==> src/rtl/bil_pkg.sv <==
/*
 Package for the boot image loader: timing, image constants, states and carriers.
 Assumes a 200 MHz system clock.
*/
package bil_pkg;
	// ----------------------------------------
	// Timing
	// ----------------------------------------
	localparam int CLK_PERIOD_NS = 5;
	localparam int RST_DLY_NS = 15000;
	localparam int RST_DLY_CYC = (RST_DLY_NS + CLK_PERIOD_NS - 1) / CLK_PERIOD_NS;
	localparam int DLY_W = 12;
	// ----------------------------------------
	// Image and CRC constants
	// ----------------------------------------
	localparam logic [31:0] CRC_POLY = 32'hEDB88320;
	localparam logic [31:0] CRC_PRESET = 32'hFFFFFFFF;
	localparam logic [31:0] SKIP_MARK = 32'h0D15AB1E;
	localparam int SEC_BOOT_BIT = 5;
	// ----------------------------------------
	// Memory geometry
	// ----------------------------------------
	localparam int OTP_AW = 11;
	localparam logic [OTP_AW-1:0] OTP_SEC_ADDR = 11'h7FF;
	localparam logic [OTP_AW-1:0] OTP_BOOT_ADDR = 11'h000;
	localparam int RAM_AW = 18;
	localparam logic [RAM_AW-1:0] RAM_BASE = 18'h00000;
	// ----------------------------------------
	// Types
	// ----------------------------------------
	typedef enum logic [3:0] {
		ST_HOLD, ST_INTRST, ST_SEC_REQ, ST_SEC_WAIT, ST_SRC_SEL,
		ST_LEN, ST_PROG, ST_TRAIL, ST_CHECK, ST_RUN, ST_ERROR
	} bil_state_e;
	typedef struct packed {
		logic sclk;
		logic [3:0] dat;
	} bil_qspi_in_s;
	typedef struct packed {
		logic we;
		logic [RAM_AW-1:0] addr;
		logic [7:0] data;
	} bil_ram_wr_s;
endpackage : bil_pkg

==> src/rtl/bil_crc.sv <==
/*
 Byte-wise reflected CRC-32 engine, one byte per enabled cycle.
 Assumes bytes arrive from logic on the same clock.
*/
`timescale 1ns/10ps
module bil_crc (
	// Clock and reset
	input wire logic clk_sys,
	input wire logic rst_n,
	input wire logic clkEn,
	// Control and data
	input wire logic init,
	input wire logic byteVld,
	input wire logic [7:0] byteVal,
	// Result
	output logic [31:0] crc_q
);
	// ----------------------------------------
	// Byte update, LSB first
	// ----------------------------------------
	function automatic logic [31:0] bil_crc_byte(input logic [31:0] c, input logic [7:0] b);
		logic [31:0] r;
		r = c ^ {24'h000000, b};
		for (int i = 0; i < 8; i++) begin
			r = r[0] ? ((r >> 1) ^ bil_pkg::CRC_POLY) : (r >> 1);
		end
		return r;
	endfunction : bil_crc_byte

	always_ff @(posedge clk_sys) begin
		if (!rst_n) begin
			crc_q <= bil_pkg::CRC_PRESET;
		end else if (clkEn) begin
			if (init) begin
				crc_q <= bil_pkg::CRC_PRESET;
			end else if (byteVld) begin
				crc_q <= bil_crc_byte(crc_q, byteVal);
			end
		end
	end

	AST_CRC_PRESET: assert property (@(posedge clk_sys) disable iff (!rst_n)
		(clkEn && init) |=> (crc_q == bil_pkg::CRC_PRESET))
		else $error("CRC not preset to all ones");
	AST_CRC_STEP: assert property (@(posedge clk_sys) disable iff (!rst_n)
		(clkEn && !init && byteVld) |=> (crc_q == bil_crc_byte($past(crc_q), $past(byteVal))))
		else $error("CRC byte update wrong");
endmodule : bil_crc

==> src/rtl/boot_image_loader.sv <==
/*
 Boot sequencer and boot image loader for one tile.
 Assumes OTP answers a read one cycle after otpRdEn, and the flash streams nibbles on its own clock.
*/
`timescale 1ns/10ps
module boot_image_loader (
	// Clock, reset, enable
	input wire logic clk_sys,
	input wire logic rst_n,
	input wire logic clkEn,
	// Chip reset pin
	input wire logic chipRst_n,
	// Tile control
	output logic tileRst_n,
	output logic pullDownEn,
	output logic runStart,
	output logic [bil_pkg::RAM_AW-1:0] runAddr,
	output logic bootErr,
	// OTP read port
	output logic otpRdEn,
	output logic [bil_pkg::OTP_AW-1:0] otpAddr,
	input wire logic [31:0] otpData,
	// Quad-SPI flash
	output logic flashCs_n,
	input wire bil_pkg::bil_qspi_in_s qspiIn,
	// RAM write port
	output bil_pkg::bil_ram_wr_s ramWr
);
	// ----------------------------------------
	// Pin synchronisers
	// ----------------------------------------
	logic rstS1_q, rstS2_q;
	bil_pkg::bil_qspi_in_s qS1_q, qS2_q;
	logic sclkPrev_q;
	always_ff @(posedge clk_sys) begin
		if (!rst_n) begin
			rstS1_q <= 1'b0;
			rstS2_q <= 1'b0;
			qS1_q <= '0;
			qS2_q <= '0;
			sclkPrev_q <= 1'b0;
		end else if (clkEn) begin
			rstS1_q <= chipRst_n;
			rstS2_q <= rstS1_q;
			qS1_q <= qspiIn;
			qS2_q <= qS1_q;
			sclkPrev_q <= qS2_q.sclk;
		end
	end
	logic sclkRise;
	assign sclkRise = qS2_q.sclk && !sclkPrev_q;

	// ----------------------------------------
	// Sequencer
	// ----------------------------------------
	bil_pkg::bil_state_e state_q;
	logic [bil_pkg::DLY_W-1:0] dly_q;
	logic secBoot_q;
	logic [31:0] word_q;
	logic [1:0] bIdx_q;
	logic [31:0] wordsLeft_q;
	logic [31:0] crc;
	logic byteVld;
	logic [7:0] byteVal;
	logic inStream;
	logic [31:0] fullWord;
	logic needCrc;
	logic crcOk;
	assign inStream = (state_q == bil_pkg::ST_LEN) || (state_q == bil_pkg::ST_PROG) || (state_q == bil_pkg::ST_TRAIL);
	assign fullWord = {byteVal, word_q[31:8]};
	assign needCrc = (word_q != bil_pkg::SKIP_MARK);
	assign crcOk = ((~crc) == word_q);

	always_ff @(posedge clk_sys) begin
		if (!rst_n) begin
			state_q <= bil_pkg::ST_HOLD;
		end else if (clkEn) begin
			if (!rstS2_q) begin
				state_q <= bil_pkg::ST_HOLD;
			end else begin
				case (state_q)
					bil_pkg::ST_HOLD: state_q <= bil_pkg::ST_INTRST;
					bil_pkg::ST_INTRST: begin
						if (dly_q == bil_pkg::DLY_W'(bil_pkg::RST_DLY_CYC - 1)) begin
							state_q <= bil_pkg::ST_SEC_REQ;
						end
					end
					bil_pkg::ST_SEC_REQ: state_q <= bil_pkg::ST_SEC_WAIT;
					bil_pkg::ST_SEC_WAIT: state_q <= bil_pkg::ST_SRC_SEL;
					bil_pkg::ST_SRC_SEL: state_q <= bil_pkg::ST_LEN;
					bil_pkg::ST_LEN: begin
						if (byteVld && bIdx_q == 2'h3) begin
							state_q <= (fullWord == 32'h00000000) ? bil_pkg::ST_TRAIL : bil_pkg::ST_PROG;
						end
					end
					bil_pkg::ST_PROG: begin
						if (byteVld && bIdx_q == 2'h3 && wordsLeft_q == 32'h00000001) begin
							state_q <= bil_pkg::ST_TRAIL;
						end
					end
					bil_pkg::ST_TRAIL: begin
						if (byteVld && bIdx_q == 2'h3) begin
							state_q <= bil_pkg::ST_CHECK;
						end
					end
					bil_pkg::ST_CHECK: state_q <= (needCrc && !crcOk) ? bil_pkg::ST_ERROR : bil_pkg::ST_RUN;
					bil_pkg::ST_RUN: state_q <= bil_pkg::ST_RUN;
					bil_pkg::ST_ERROR: state_q <= bil_pkg::ST_ERROR;
					default: state_q <= bil_pkg::ST_HOLD;
				endcase
			end
		end
	end

	// Internal reset delay counter
	always_ff @(posedge clk_sys) begin
		if (!rst_n) begin
			dly_q <= '0;
		end else if (clkEn) begin
			dly_q <= (state_q == bil_pkg::ST_INTRST) ? dly_q + 1'b1 : '0;
		end
	end

	// Security word capture
	always_ff @(posedge clk_sys) begin
		if (!rst_n) begin
			secBoot_q <= 1'b0;
		end else if (clkEn && state_q == bil_pkg::ST_SEC_WAIT) begin
			secBoot_q <= otpData[bil_pkg::SEC_BOOT_BIT];
		end
	end

	// Word assembly and program length
	always_ff @(posedge clk_sys) begin
		if (!rst_n) begin
			word_q <= '0;
			bIdx_q <= '0;
			wordsLeft_q <= '0;
		end else if (clkEn) begin
			if (state_q == bil_pkg::ST_SRC_SEL) begin
				bIdx_q <= '0;
			end else if (inStream && byteVld) begin
				word_q <= fullWord;
				bIdx_q <= bIdx_q + 2'h1;
				if (state_q == bil_pkg::ST_LEN && bIdx_q == 2'h3) begin
					wordsLeft_q <= fullWord;
				end else if (state_q == bil_pkg::ST_PROG && bIdx_q == 2'h3) begin
					wordsLeft_q <= wordsLeft_q - 32'h00000001;
				end
			end
		end
	end

	// ----------------------------------------
	// Byte sources
	// ----------------------------------------
	logic otpHave_q, otpPend_q;
	logic [31:0] otpWord_q;
	logic [1:0] otpIdx_q;
	logic [3:0] nibHi_q;
	logic nibHalf_q;
	logic [7:0] flashByte_q;
	logic flashVld_q;
	assign otpRdEn = clkEn && ((state_q == bil_pkg::ST_SEC_REQ)
		|| (inStream && secBoot_q && !otpHave_q && !otpPend_q));
	assign byteVld = inStream && (secBoot_q ? otpHave_q : flashVld_q);
	assign byteVal = secBoot_q ? otpWord_q[{otpIdx_q, 3'h0} +: 8] : flashByte_q;

	always_ff @(posedge clk_sys) begin
		if (!rst_n) begin
			otpAddr <= bil_pkg::OTP_SEC_ADDR;
			otpHave_q <= 1'b0;
			otpPend_q <= 1'b0;
			otpWord_q <= '0;
			otpIdx_q <= '0;
		end else if (clkEn) begin
			if (state_q == bil_pkg::ST_HOLD) begin
				otpAddr <= bil_pkg::OTP_SEC_ADDR;
				otpHave_q <= 1'b0;
				otpPend_q <= 1'b0;
			end else if (state_q == bil_pkg::ST_SRC_SEL) begin
				otpAddr <= bil_pkg::OTP_BOOT_ADDR;
			end else if (inStream && secBoot_q) begin
				otpPend_q <= otpRdEn;
				if (otpPend_q) begin
					otpWord_q <= otpData;
					otpHave_q <= 1'b1;
					otpIdx_q <= '0;
				end else if (otpHave_q) begin
					otpIdx_q <= otpIdx_q + 2'h1;
					if (otpIdx_q == 2'h3) begin
						otpHave_q <= 1'b0;
						otpAddr <= otpAddr + 1'b1;
					end
				end
			end
		end
	end

	// Flash nibble assembly, high nibble first
	always_ff @(posedge clk_sys) begin
		if (!rst_n) begin
			nibHi_q <= '0;
			nibHalf_q <= 1'b0;
			flashByte_q <= '0;
			flashVld_q <= 1'b0;
		end else if (clkEn) begin
			flashVld_q <= 1'b0;
			if (!inStream || secBoot_q) begin
				nibHalf_q <= 1'b0;
			end else if (sclkRise) begin
				nibHalf_q <= !nibHalf_q;
				if (!nibHalf_q) begin
					nibHi_q <= qS2_q.dat;
				end else begin
					flashByte_q <= {nibHi_q, qS2_q.dat};
					flashVld_q <= 1'b1;
				end
			end
		end
	end

	// ----------------------------------------
	// CRC
	// ----------------------------------------
	logic crcStep;
	assign crcStep = byteVld && (state_q == bil_pkg::ST_LEN || state_q == bil_pkg::ST_PROG);
	bil_crc u_crc (
		.clk_sys(clk_sys),
		.rst_n(rst_n),
		.clkEn(clkEn),
		.init(state_q == bil_pkg::ST_SRC_SEL),
		.byteVld(crcStep),
		.byteVal(byteVal),
		.crc_q(crc)
	);

	// ----------------------------------------
	// RAM write and outputs
	// ----------------------------------------
	always_ff @(posedge clk_sys) begin
		if (!rst_n) begin
			ramWr <= '0;
		end else if (clkEn) begin
			ramWr.we <= (state_q == bil_pkg::ST_PROG) && byteVld;
			ramWr.data <= byteVal;
			if (state_q == bil_pkg::ST_LEN) begin
				ramWr.addr <= bil_pkg::RAM_BASE;
			end else if (ramWr.we) begin
				ramWr.addr <= ramWr.addr + 1'b1;
			end
		end
	end

	always_ff @(posedge clk_sys) begin
		if (!rst_n) begin
			tileRst_n <= 1'b0;
			pullDownEn <= 1'b1;
			runStart <= 1'b0;
			bootErr <= 1'b0;
		end else if (clkEn) begin
			tileRst_n <= (state_q == bil_pkg::ST_RUN) && rstS2_q;
			pullDownEn <= !rstS2_q || (state_q == bil_pkg::ST_HOLD);
			runStart <= (state_q == bil_pkg::ST_CHECK) && !(needCrc && !crcOk) && rstS2_q;
			bootErr <= (state_q == bil_pkg::ST_ERROR) || ((state_q == bil_pkg::ST_CHECK) && needCrc && !crcOk);
		end
	end
	assign runAddr = bil_pkg::RAM_BASE;
	assign flashCs_n = !(inStream && !secBoot_q);

	// ----------------------------------------
	// Checks
	// ----------------------------------------
	AST_HOLD_RESET: assert property (@(posedge clk_sys) disable iff (!rst_n)
		(clkEn && !rstS2_q) |=> (!tileRst_n && state_q == bil_pkg::ST_HOLD))
		else $error("Tile left reset while pin low");
	AST_PULLDOWN: assert property (@(posedge clk_sys) disable iff (!rst_n)
		(clkEn && !rstS2_q) |=> pullDownEn)
		else $error("Pull-downs off during reset");
	AST_BOOT_DELAY: assert property (@(posedge clk_sys) disable iff (!rst_n)
		(clkEn && state_q == bil_pkg::ST_SEC_REQ) |-> ($past(dly_q) == bil_pkg::DLY_W'(bil_pkg::RST_DLY_CYC - 1)))
		else $error("Boot started before internal reset delay");
	AST_SEC_FIRST: assert property (@(posedge clk_sys) disable iff (!rst_n)
		(state_q == bil_pkg::ST_SEC_REQ) |-> (otpAddr == bil_pkg::OTP_SEC_ADDR))
		else $error("Security word not read first");
	AST_OTP_ZERO: assert property (@(posedge clk_sys) disable iff (!rst_n)
		(clkEn && rstS2_q && state_q == bil_pkg::ST_SRC_SEL) |=> (otpAddr == bil_pkg::OTP_BOOT_ADDR))
		else $error("OTP boot not from address zero");
	AST_FLASH_SEL: assert property (@(posedge clk_sys) disable iff (!rst_n)
		(inStream && !secBoot_q) |-> (!flashCs_n && !otpRdEn))
		else $error("Wrong boot source");
	AST_RAM_BASE: assert property (@(posedge clk_sys) disable iff (!rst_n)
		(clkEn && state_q == bil_pkg::ST_LEN) |=> (ramWr.addr == bil_pkg::RAM_BASE))
		else $error("Program not at RAM base");
	AST_CRC_FAIL: assert property (@(posedge clk_sys) disable iff (!rst_n)
		(clkEn && rstS2_q && state_q == bil_pkg::ST_CHECK && needCrc && !crcOk) |=> (bootErr && !runStart) ##1 !tileRst_n)
		else $error("Bad CRC did not block start");
	AST_SKIP: assert property (@(posedge clk_sys) disable iff (!rst_n)
		(clkEn && rstS2_q && state_q == bil_pkg::ST_CHECK && word_q == bil_pkg::SKIP_MARK) |=> runStart)
		else $error("Skip marker did not start program");
endmodule : boot_image_loader

==> config.mk <==
export PLATFORM = sky130hd
export DESIGN_NAME = boot_image_loader
export DESIGN_NICKNAME = d
export VERILOG_FILES = /design/src/rtl/bil_pkg.sv /design/src/rtl/bil_crc.sv /design/src/rtl/boot_image_loader.sv
export SDC_FILE = /design/constraint.sdc
export NUM_CORES = 1
export LEC_CHECK = 0
export BUFFER_PORTS_ARGS = -buffer_cell sky130_fd_sc_hd__buf_4
export CAP_MARGIN = 10
export CORE_MARGIN = 4
export CORE_UTILIZATION = 51
export DETAILED_ROUTE_END_ITERATION = 7
export PLACE_DENSITY = 0.7
export SYNTH_ARGS = -nofsm -noshare
export SYNTH_HDL_FRONTEND = slang
export SYNTH_HIERARCHICAL = 1
export SYNTH_SLANG_ARGS = --single-unit
==> constraint.sdc <==
create_clock -name clk_sys -period 3.6 [get_ports clk_sys]
set_input_delay 0 -clock clk_sys [delete_from_list [all_inputs] [get_ports clk_sys]]
set_output_delay 0 -clock clk_sys [all_outputs]
set_load 0.03 [all_outputs]
==> impl_metrics.ini, run 1 <==
[critical_path]
critPathBufInv = 1
crit_type = reg2reg
critPathTopFamily = XOR/XNOR gates
required_ps = 4060
slowest_delay_ps = 650
endpoint_kind = register
arrival_ps = 3570
crit_chain = mux2i_1, o22ai_1, a21oi_1, inv_1, xnor2_4, xor2_4, xnor3_2, xor2_1, a21oi_1
critPathMaxFanout = 12
worst_setup_path_start_kind = register
crit_top_cell = a21oi_1
crit_slowest_cell = dfxtp_1

[global_routing]
grt_use_total_pct = 24.0
grt_pass1_wl_um = 47800
grt_max_degree = 62
globalRouteOverflowTotal = 0
grt_antenna_before_repair = 0
grt_pass1_vias = 8930

[timing]
tightest_slew_ps = 1130
rsz0062_at_grt = false
setup_viol = 0
hold_violations = 0
clock_skew_ps = 26.0
period_needed_ps = 3110
worst_slack_ps = 490
fmax_ghz = 0.322
relSlewSlack_pct = 24.0
whs_ps = 255
finalMaxSlewViolations = 0
fin_crit_sh_pct = 86.4
fin_tns_setup_ps = 0

[floorplanning]
num_io_pins = 103
start_util_pct = 52.0
core.rowCount = 53
core_area_mm2 = 0.0211
dieArea_mm2 = 0.0239
die_w_um = 155
die_h_um = 155

[clock_network]
cts_tree = done
cts_buffer_depth = 3
insertion_delay_ps = 530
cts_buffers = 24
clockRootBuffer = clkbuf_16
cts.sinks = 220
htreeDepth = 1
clk_pin_slew_ps = 60

[min_path]
hold_path.class = in2reg

[logic_synthesis]
ys_ff_latch = 220
seq_area_frac_synth_pct = 40.2
ys_types = 63
yosysWarnings = 6
syn_area_mm2 = 0.0110
syn_avg_cell_area_um2 = 8.27
async_flop_share_pct = 0
ys.flop_type = dfxtp_1
synth-edff-count = 0
synth_area_leaders = dfxtp_1 (40%), nand2_1 (6.6%), a21oi_1 (5.9%), nor2_1 (5.3%), xor2_1 (4.8%)
yosysTopAreaCellShare_pct = 40.2
syn_inst = 1326
yosysTopAreaCell = dfxtp_1

[placed_design]
place_congestion = 0.914
placed_cells = 1633
port-buffer-count = 84
pre_cts_ws_ps = 548
place_area_mm2 = 0.0118
dp_hpwl_um = 20300

[run]
maxCapViolations = 0

[drt]
wl_um = 29700
viasPerCell = 5.68
drt-initial-drc-count = 674
firstDrtPassIters = 5
drcViolationCount = 0
post_drt_wl_per_cell_um = 17.3
vias = 9746
drt.antenna.violating_nets = 0

[power]
leakage_nw = 5.05
ir_drop_mv = 0.333
power.density_mw_per_mm2 = 399

[final_layout]
drive_above_1_share_pct = 12.9
fin_cells = 1717
syn2layout_area_growth_pct = 18.2
design_area_mm2 = 0.0130
num_antenna_cells = 0
fin_nets = 1472

[status]
outcome = complete, no violations
power breakdown:
part	leakage, nW	total [mW]	internal, mW	switching (mW)
combinational	2.88	0.269	0.107	0.162
clock	0.391	2.44	1.44	0.999
sequential	1.78	2.47	2.45	0.0182
total	5.05	5.18	4.00	1.18
repair_timing:
item	4_1_cts	5_1_grt
setup buffers	0	0
gates resized for setup	0	0
hold endpoints to repair	72	0
hold buffers	40	0
placed cells by master, fill, tap and decap left out, drive strengths merged, types with 11 or more instances in the layout:
master and count:
dfxtp 220, nand2 192, nor2 154, a21oi 129, buf 110, xnor2 67
xor2 62, o21ai 51, dlygate4sd3 40, mux2i 38, clkbuf 33, nor3 31
inv 31, nand4 22, nand3 21, a211oi 20, o22ai 19, conb 18
nor4 18, o211ai 17, and3 15, nand2b 11
cells in the mapped netlist, drive strengths merged, types with 9 or more instances:
master / count
nor2: 154
mux2i: 38
a211oi: 20
clkbuf: 71
o211ai: 17
inv: 31
nor3: 31
buf: 24
o21ai: 51
and3: 15
nand2b: 11
nand2: 192
xor2: 62
o22ai: 19
nand4: 22
a21oi: 129
nor4: 18
a31oi: 9
dfxtp: 220
xnor2: 67
nand3: 21
metrics by stage:
stage	util [%]	power, mW
2_1_floorplan	-	2.69
3_3_place_gp	55.9	2.75
3_5_place_dp	55.9	2.76
4_1_cts	61.5	5.22
5_1_grt	61.5	5.34
6_report	61.5	5.18
logic make-up (layout without fill, tap and decap cells):
logic type,count (synthesis),count (layout),share of synthesized area [%]
AND/OR/NAND/NOR,508,508,21.2
AO/OA/AOI/OAI,284,284,15.4
flip-flops,220,220,40.2
XOR/XNOR,131,131,12.2
buffers and inverters,126,225,5.00
multiplexers,49,49,5.21
adder cells (fa/ha/maj),7,7,0.799
other,1,18,0.0342
final timing paths:
| check | start | endpoint | slack, ps | cells past startpoint |
|---|---|---|---|---|
| setup / recovery | otpIdx_q[1] | u_crc/crc_q[24] | 490 | 9 |
| hold / removal | qspiIn[0] | qS1_q[0] | 250 | 4 |
| setup reg to reg | otpIdx_q[1] | u_crc/crc_q[24] | 490 | 9 |
| hold reg to reg | otpWord_q[5] | otpWord_q[5] | 450 | 2 |
sequential cells by signal, summed over array words and instances (netlist names), 8 cells and up:
| signal | count |
|---|---|
| otpWord_q | 32 |
| word_q | 32 |
| wordsLeft_q | 32 |
| otpAddr | 11 |
| u_crc/crc_q | 32 |
| flashByte_q | 8 |
| dly_q | 12 |
| ramWr | 27 |
area by class of cell:
cell class	count	area (um2)
fill	1850	8130
multi-input combinational	997	6090
sequential	220	4400
timing repair buffer	150	1230
clock buffer	33	664
tap	275	344
inverter	31	119
clock inverter	11	116
layer usage:
layer	GRT usage, %	routed length (um)	vias up	share of wire (%)
met5	0	0	-	0
met4	7.61	915	0	3.1
met3	3.72	1650	60	5.5
met2	39.6	14000	284	47
met1	32.5	13200	4624	44
li1	-	-	4778	-
worst reg2reg max path: stages (launching register included):
cell     delay [ps]
dfxtp_1         650
mux2i_1         260
o22ai_1         100
a21oi_1         440
inv_1           210
xnor2_4         330
xor2_4          270
xnor3_2         480
xor2_1          150
a21oi_1         150
Note: power is estimated with default switching activity, not from simulation.
==> run 2: changes to the inputs <==
CORE_ASPECT_RATIO = 1.2   (was default)
MAX_ROUTING_LAYER = met4   (was default)
==> impl_metrics.ini, run 2 (synthesis gave the netlist of run 1 again) <==
[global_routing]
globalRouteOverflowTotal = 0
grt_max_degree = 82
grt_use_total_pct = 24.5
grt_pass1_vias = 9057
grt_antenna_before_repair = 0
grt_pass1_wl_um = 47400

[timing]
fmax_ghz = 0.325
tightest_slew_ps = 1080
finalMaxSlewViolations = 0
relSlewSlack_pct = 27.1
period_needed_ps = 3080
hold_violations = 0
setup_viol = 0
fin_tns_setup_ps = 0
fin_crit_sh_pct = 85.5
clock_skew_ps = 16.1
rsz0062_at_grt = false

[drt]
wl_um = 29500
firstDrtPassIters = 5
post_drt_wl_per_cell_um = 17.2
drt.antenna.violating_nets = 0
drt-initial-drc-count = 667
vias = 9652
viasPerCell = 5.64
drcViolationCount = 0

[floorplanning]
core_area_mm2 = 0.0210
die_h_um = 169
core.rowCount = 58
num_io_pins = 103
die_w_um = 142
start_util_pct = 52.1
dieArea_mm2 = 0.0239

[run]
maxCapViolations = 0

[power]
ir_drop_mv = 0.387
seqPwrFrac_pct = 48.2
p_int_mw = 3.97
switchingPower_mw = 1.16
power.density_mw_per_mm2 = 396
combPwrFrac_pct = 5.2
swShare_pct = 22.6
clockPowerShare_pct = 46.5
leakage_nw = 5.04
total_power_mw = 5.12

[placed_design]
place_area_mm2 = 0.0118
place_congestion = 0.955
dp_hpwl_um = 20500
port-buffer-count = 84

[clock_network]
clk_pin_slew_ps = 60
cts_buffer_depth = 3
htreeDepth = 1
clockRootBuffer = clkbuf_16
cts_tree = done
cts.sinks = 220
cts_buffers = 24
insertion_delay_ps = 510

[final_layout]
syn2layout_area_growth_pct = 18.0
final_common_cell = dfxtp_1
fin_nets = 1471
layout_common_cells = dfxtp_1 (220), nand2_1 (192), nor2_1 (153)
drive_above_1_share_pct = 12.9
design_area_mm2 = 0.0129
num_antenna_cells = 0

[critical_path]
required_ps = 4040
r2r-end = u_crc/crc_q[24]
endpoint_kind = register
rrSetupSlack_ps = 520
arrival_ps = 3510
r2r-start = otpIdx_q[0]
crit_type = reg2reg
worst_setup_path_start_kind = register
critPathMaxFanout = 11
r2r_cells = 8

[status]
outcome = complete, no violations

[min_path]
hp-start = clkEn
hold_path.class = in2reg
hold_end = ramWr[2]
whs_path_depth = 3
[run 2: cell count changes in the layout (fill, tap and decap cells not counted)]
| cell | change |
|---|---|
| dlygate4sd3_1 | -1 |
| inv_6 | +1 |
| clkbuf_8 | +2 |
| clkbuf_1 | -1 |
| bufinv_16 | -1 |
| clkinv_2 | -2 |
[run 2: area by class of cell]
class	count	area, um2
sequential	220	4400
tap	270	338
fill	1873	8110
inverter	31	119
clock buffer	34	688
clock inverter	9	85.1
timing repair buffer	149	1220
multi-input combinational	997	6090
[run 2: per-stage QoR]
stage	cells	setup slack [ps]	utilization (%)	hold WS [ps]
2_1_floorplan	1343	599	-	136
3_3_place_gp	1628	645	55.9	240
3_5_place_dp	1628	524	55.9	243
4_1_cts	1710	492	61.5	26.1
5_1_grt	1710	307	61.5	50.1
6_report	1710	521	61.5	48.7
[run 2: how the worst max path moves through the flow]
stage | start | end | slack [ps] | cells after the start
floorplan | otpIdx_q[0] | u_crc/crc_q[24] | 600 | 9
global placement | otpIdx_q[0] | u_crc/crc_q[21] | 640 | 7
detailed placement | otpIdx_q[0] | u_crc/crc_q[24] | 520 | 8
CTS | otpIdx_q[0] | u_crc/crc_q[24] | 490 | 8
global route | otpIdx_q[0] | u_crc/crc_q[24] | 310 | 8
finish | otpIdx_q[0] | u_crc/crc_q[24] | 520 | 8
[run 2: repair_timing]
item                                   4_1_cts  5_1_grt
buffers inserted                             0        0
resized for setup                            0        0
endpoints found under the hold margin       55        0
hold buffers                                39        0
[run 2: power groups by stage]
stage	clock network [mW]	registers, mW	logic, mW
after floorplan	0	2.54	0.145
after global placement	0	2.52	0.229
after detailed placement	0	2.53	0.232
after CTS	2.43	2.47	0.266
after global routing	2.53	2.47	0.290
final	2.38	2.47	0.269
[run 2: worst max-delay path: stages, from the launching register on]
cell and delay [ps]:
dfxtp_1 660, mux4_2 580, mux2i_1 230, inv_1 140, xnor2_4 310, xor2_4 290, xnor3_2 500, xor2_1 150
a21oi_1 140
[run 2: per-layer routing]
metal / vias to the layer above / share of wire, % / global-route usage (%)
met4: 0 / 2.8 / 7.89
met2: 291 / 50 / 41.2
met1: 4535 / 42 / 30.9
li1: 4768 / - / -
met3: 58 / 5.0 / 2.85
met5: - / 0 / -
==> run 3: changes to the inputs <==
ABC_AREA = 1   (was default)
==> impl_metrics.ini, run 3 <==
[status]
outcome = complete, no violations

[power]
switchingPower_mw = 1.47
p_int_mw = 4.14
total_power_mw = 5.61
seqPwrFrac_pct = 45.2
power.density_mw_per_mm2 = 400
ir_drop_mv = 0.348
leakage_nw = 6.20
swShare_pct = 26.2
clockPowerShare_pct = 43.3
combPwrFrac_pct = 11.5

[final_layout]
final_common_cell = nand2_1
fillCellCount = 2196
num_antenna_cells = 0
fin_nets = 1944
syn2layout_area_growth_pct = 15.7
drive_above_1_share_pct = 10.4
layout_common_cells = nand2_1 (402), dfxtp_1 (220), a21oi_1 (201)

[logic_synthesis]
yosysTopAreaCell = dfxtp_1
synth-edff-count = 0
seq_area_frac_synth_pct = 36.3
ys.flop_type = dfxtp_1
yosysTopAreaCellShare_pct = 36.3
ys_types = 47
syn_avg_cell_area_um2 = 6.71
yosysWarnings = 6
syn_area_mm2 = 0.0121
synth_area_leaders = dfxtp_1 (36%), nand2_1 (12%), a21oi_1 (8.3%), o21ai_0 (6.8%), nor2_1 (5.6%)
synth.most_common_cell = nand2_1
syn_inst = 1805
async_flop_share_pct = 0
synthTopCellsByCount = nand2_1 (402), dfxtp_1 (220), a21oi_1 (201)
ys_ff_latch = 220

[timing]
fin_crit_sh_pct = 84.8
relSlewSlack_pct = 22.1
hold_violations = 0
worst_slack_ps = 548
tightest_slew_ps = 1170
whs_ps = 44.6
finalMaxSlewViolations = 0
clock_skew_ps = 12.7
setup_viol = 0
fmax_ghz = 0.328
period_needed_ps = 3050
fin_tns_setup_ps = 0
rsz0062_at_grt = false

[critical_path]
r2r-end = wordsLeft_q[1]
critPathMaxFanout = 36
arrival_ps = 3460
rrSetupSlack_ps = 550
required_ps = 4010
worst_setup_path_start_kind = register
r2r-start = secBoot_q
crit_type = reg2reg
r2r_cells = 10
endpoint_kind = register
cp-endpoint = wordsLeft_q[1]
crit_start = secBoot_q

[floorplanning]
die_w_um = 149
core.rowCount = 61
num_io_pins = 103
core_area_mm2 = 0.0233
start_util_pct = 52.1
dieArea_mm2 = 0.0263
die_h_um = 177

[global_routing]
grt_use_total_pct = 26.4
grt_pass1_wl_um = 55700
globalRouteOverflowTotal = 0
grt_antenna_before_repair = 0
grt_pass1_vias = 10966
grt_max_degree = 67

[drt]
vias = 11904
firstDrtPassIters = 5
drt-initial-drc-count = 782
drcViolationCount = 0
post_drt_wl_per_cell_um = 15.6
viasPerCell = 5.35
drt.antenna.violating_nets = 0
wl_um = 34700

[clock_network]
cts_buffer_depth = 3
cts_resized = 0
htreeDepth = 1
clk_pin_slew_ps = 60
cts_setup_buffers = 0
cts_tree = done
cts.sinks = 220
clockRootBuffer = clkbuf_16
cts_buffers = 24
insertion_delay_ps = 520

[min_path]
hold_path.class = in2reg

[placed_design]
port-buffer-count = 84
place_congestion = 0.934
pre_cts_ws_ps = 276
dp_hpwl_um = 24400

[run]
maxCapViolations = 0
## run 3: what timing repair did
action                                  in CTS  in global routing
endpoints found under the hold margin       51                  0
hold buffers                                39                  0
endpoints found under the setup margin       0                 23
## run 3: area by class of cell
| cell class | count | area, um2 | area share [%] |
|---|---|---|---|
| clock buffers | 37 | 709 | 5.06 |
| clock inverters | 5 | 61.3 | 0.437 |
| inverters | 197 | 739 | 5.27 |
| multi-input cells | 1319 | 6610 | 47.1 |
| flip-flops and latches | 220 | 4400 | 31.4 |
| well taps | 315 | 394 | 2.81 |
| repair buffers | 134 | 1100 | 7.87 |
## run 3: kinds of logic after synthesis
family / Yosys count / synth area share (%)
XOR/XNOR: 86 / 6.49
flip-flops: 220 / 36.3
other: 1 / 0.0309
buffers and inverters: 284 / 9.67
AO/OA/AOI/OAI: 427 / 18.5
AND/OR/NAND/NOR: 780 / 28.2
adder cells (fa/ha/maj): 7 / 0.723
## run 3: per-layer routing
layer | GRT usage [%] | part of all wire, % | up-vias
li1 | - | - | 6017
met4 | 8.01 | 3.1 | 0
met5 | - | 0 | -
met1 | 33.6 | 44 | 5438
met3 | 2.36 | 5.5 | 76
met2 | 44.6 | 48 | 373
## run 3: worst min path at each step
| stage | to | cells after the start | slack [ps] | startpoint |
|---|---|---|---|---|
| floorplan | otpWord_q[3] | 2 | 130 | otpData[3] |
| global placement | qS1_q[2] | 3 | 230 | qspiIn[2] |
| detailed placement | qS1_q[4] | 3 | 230 | qspiIn[4] |
| CTS | qS2_q[4] | 4 | 10 | clkEn |
| global route | bIdx_q[1] | 5 | 80 | clkEn |
| finish | bIdx_q[1] | 5 | 40 | clkEn |
## run 3: power by group through the flow
stage,registers (mW),clock network [mW],logic [mW]
3_3_place_gp,2.59,0,0.599
4_1_cts,2.54,2.48,0.642
5_1_grt,2.54,2.56,0.722
6_report,2.54,2.43,0.646
2_1_floorplan,2.61,0,0.418
3_5_place_dp,2.59,0,0.605
## run 3: critical path, stage by stage (launching register included)
cell,delay [ps]
dfxtp_1,540
nand2_1,110
nand2_1,150
nand2_4,110
nor2_4,510
inv_2,180
nor2_4,440
inv_2,380
buf_4,280
o21ai_0,150
a21oi_1,50
## run 3: per-stage QoR
step	util (%)	instances	instance area, um2
floorplan	-	1822	12200
global placement	55.2	2145	12900
detailed placement	55.2	2145	12900
CTS	60.2	2226	14000
global route	60.2	2227	14000
finish	60.2	2227	14000
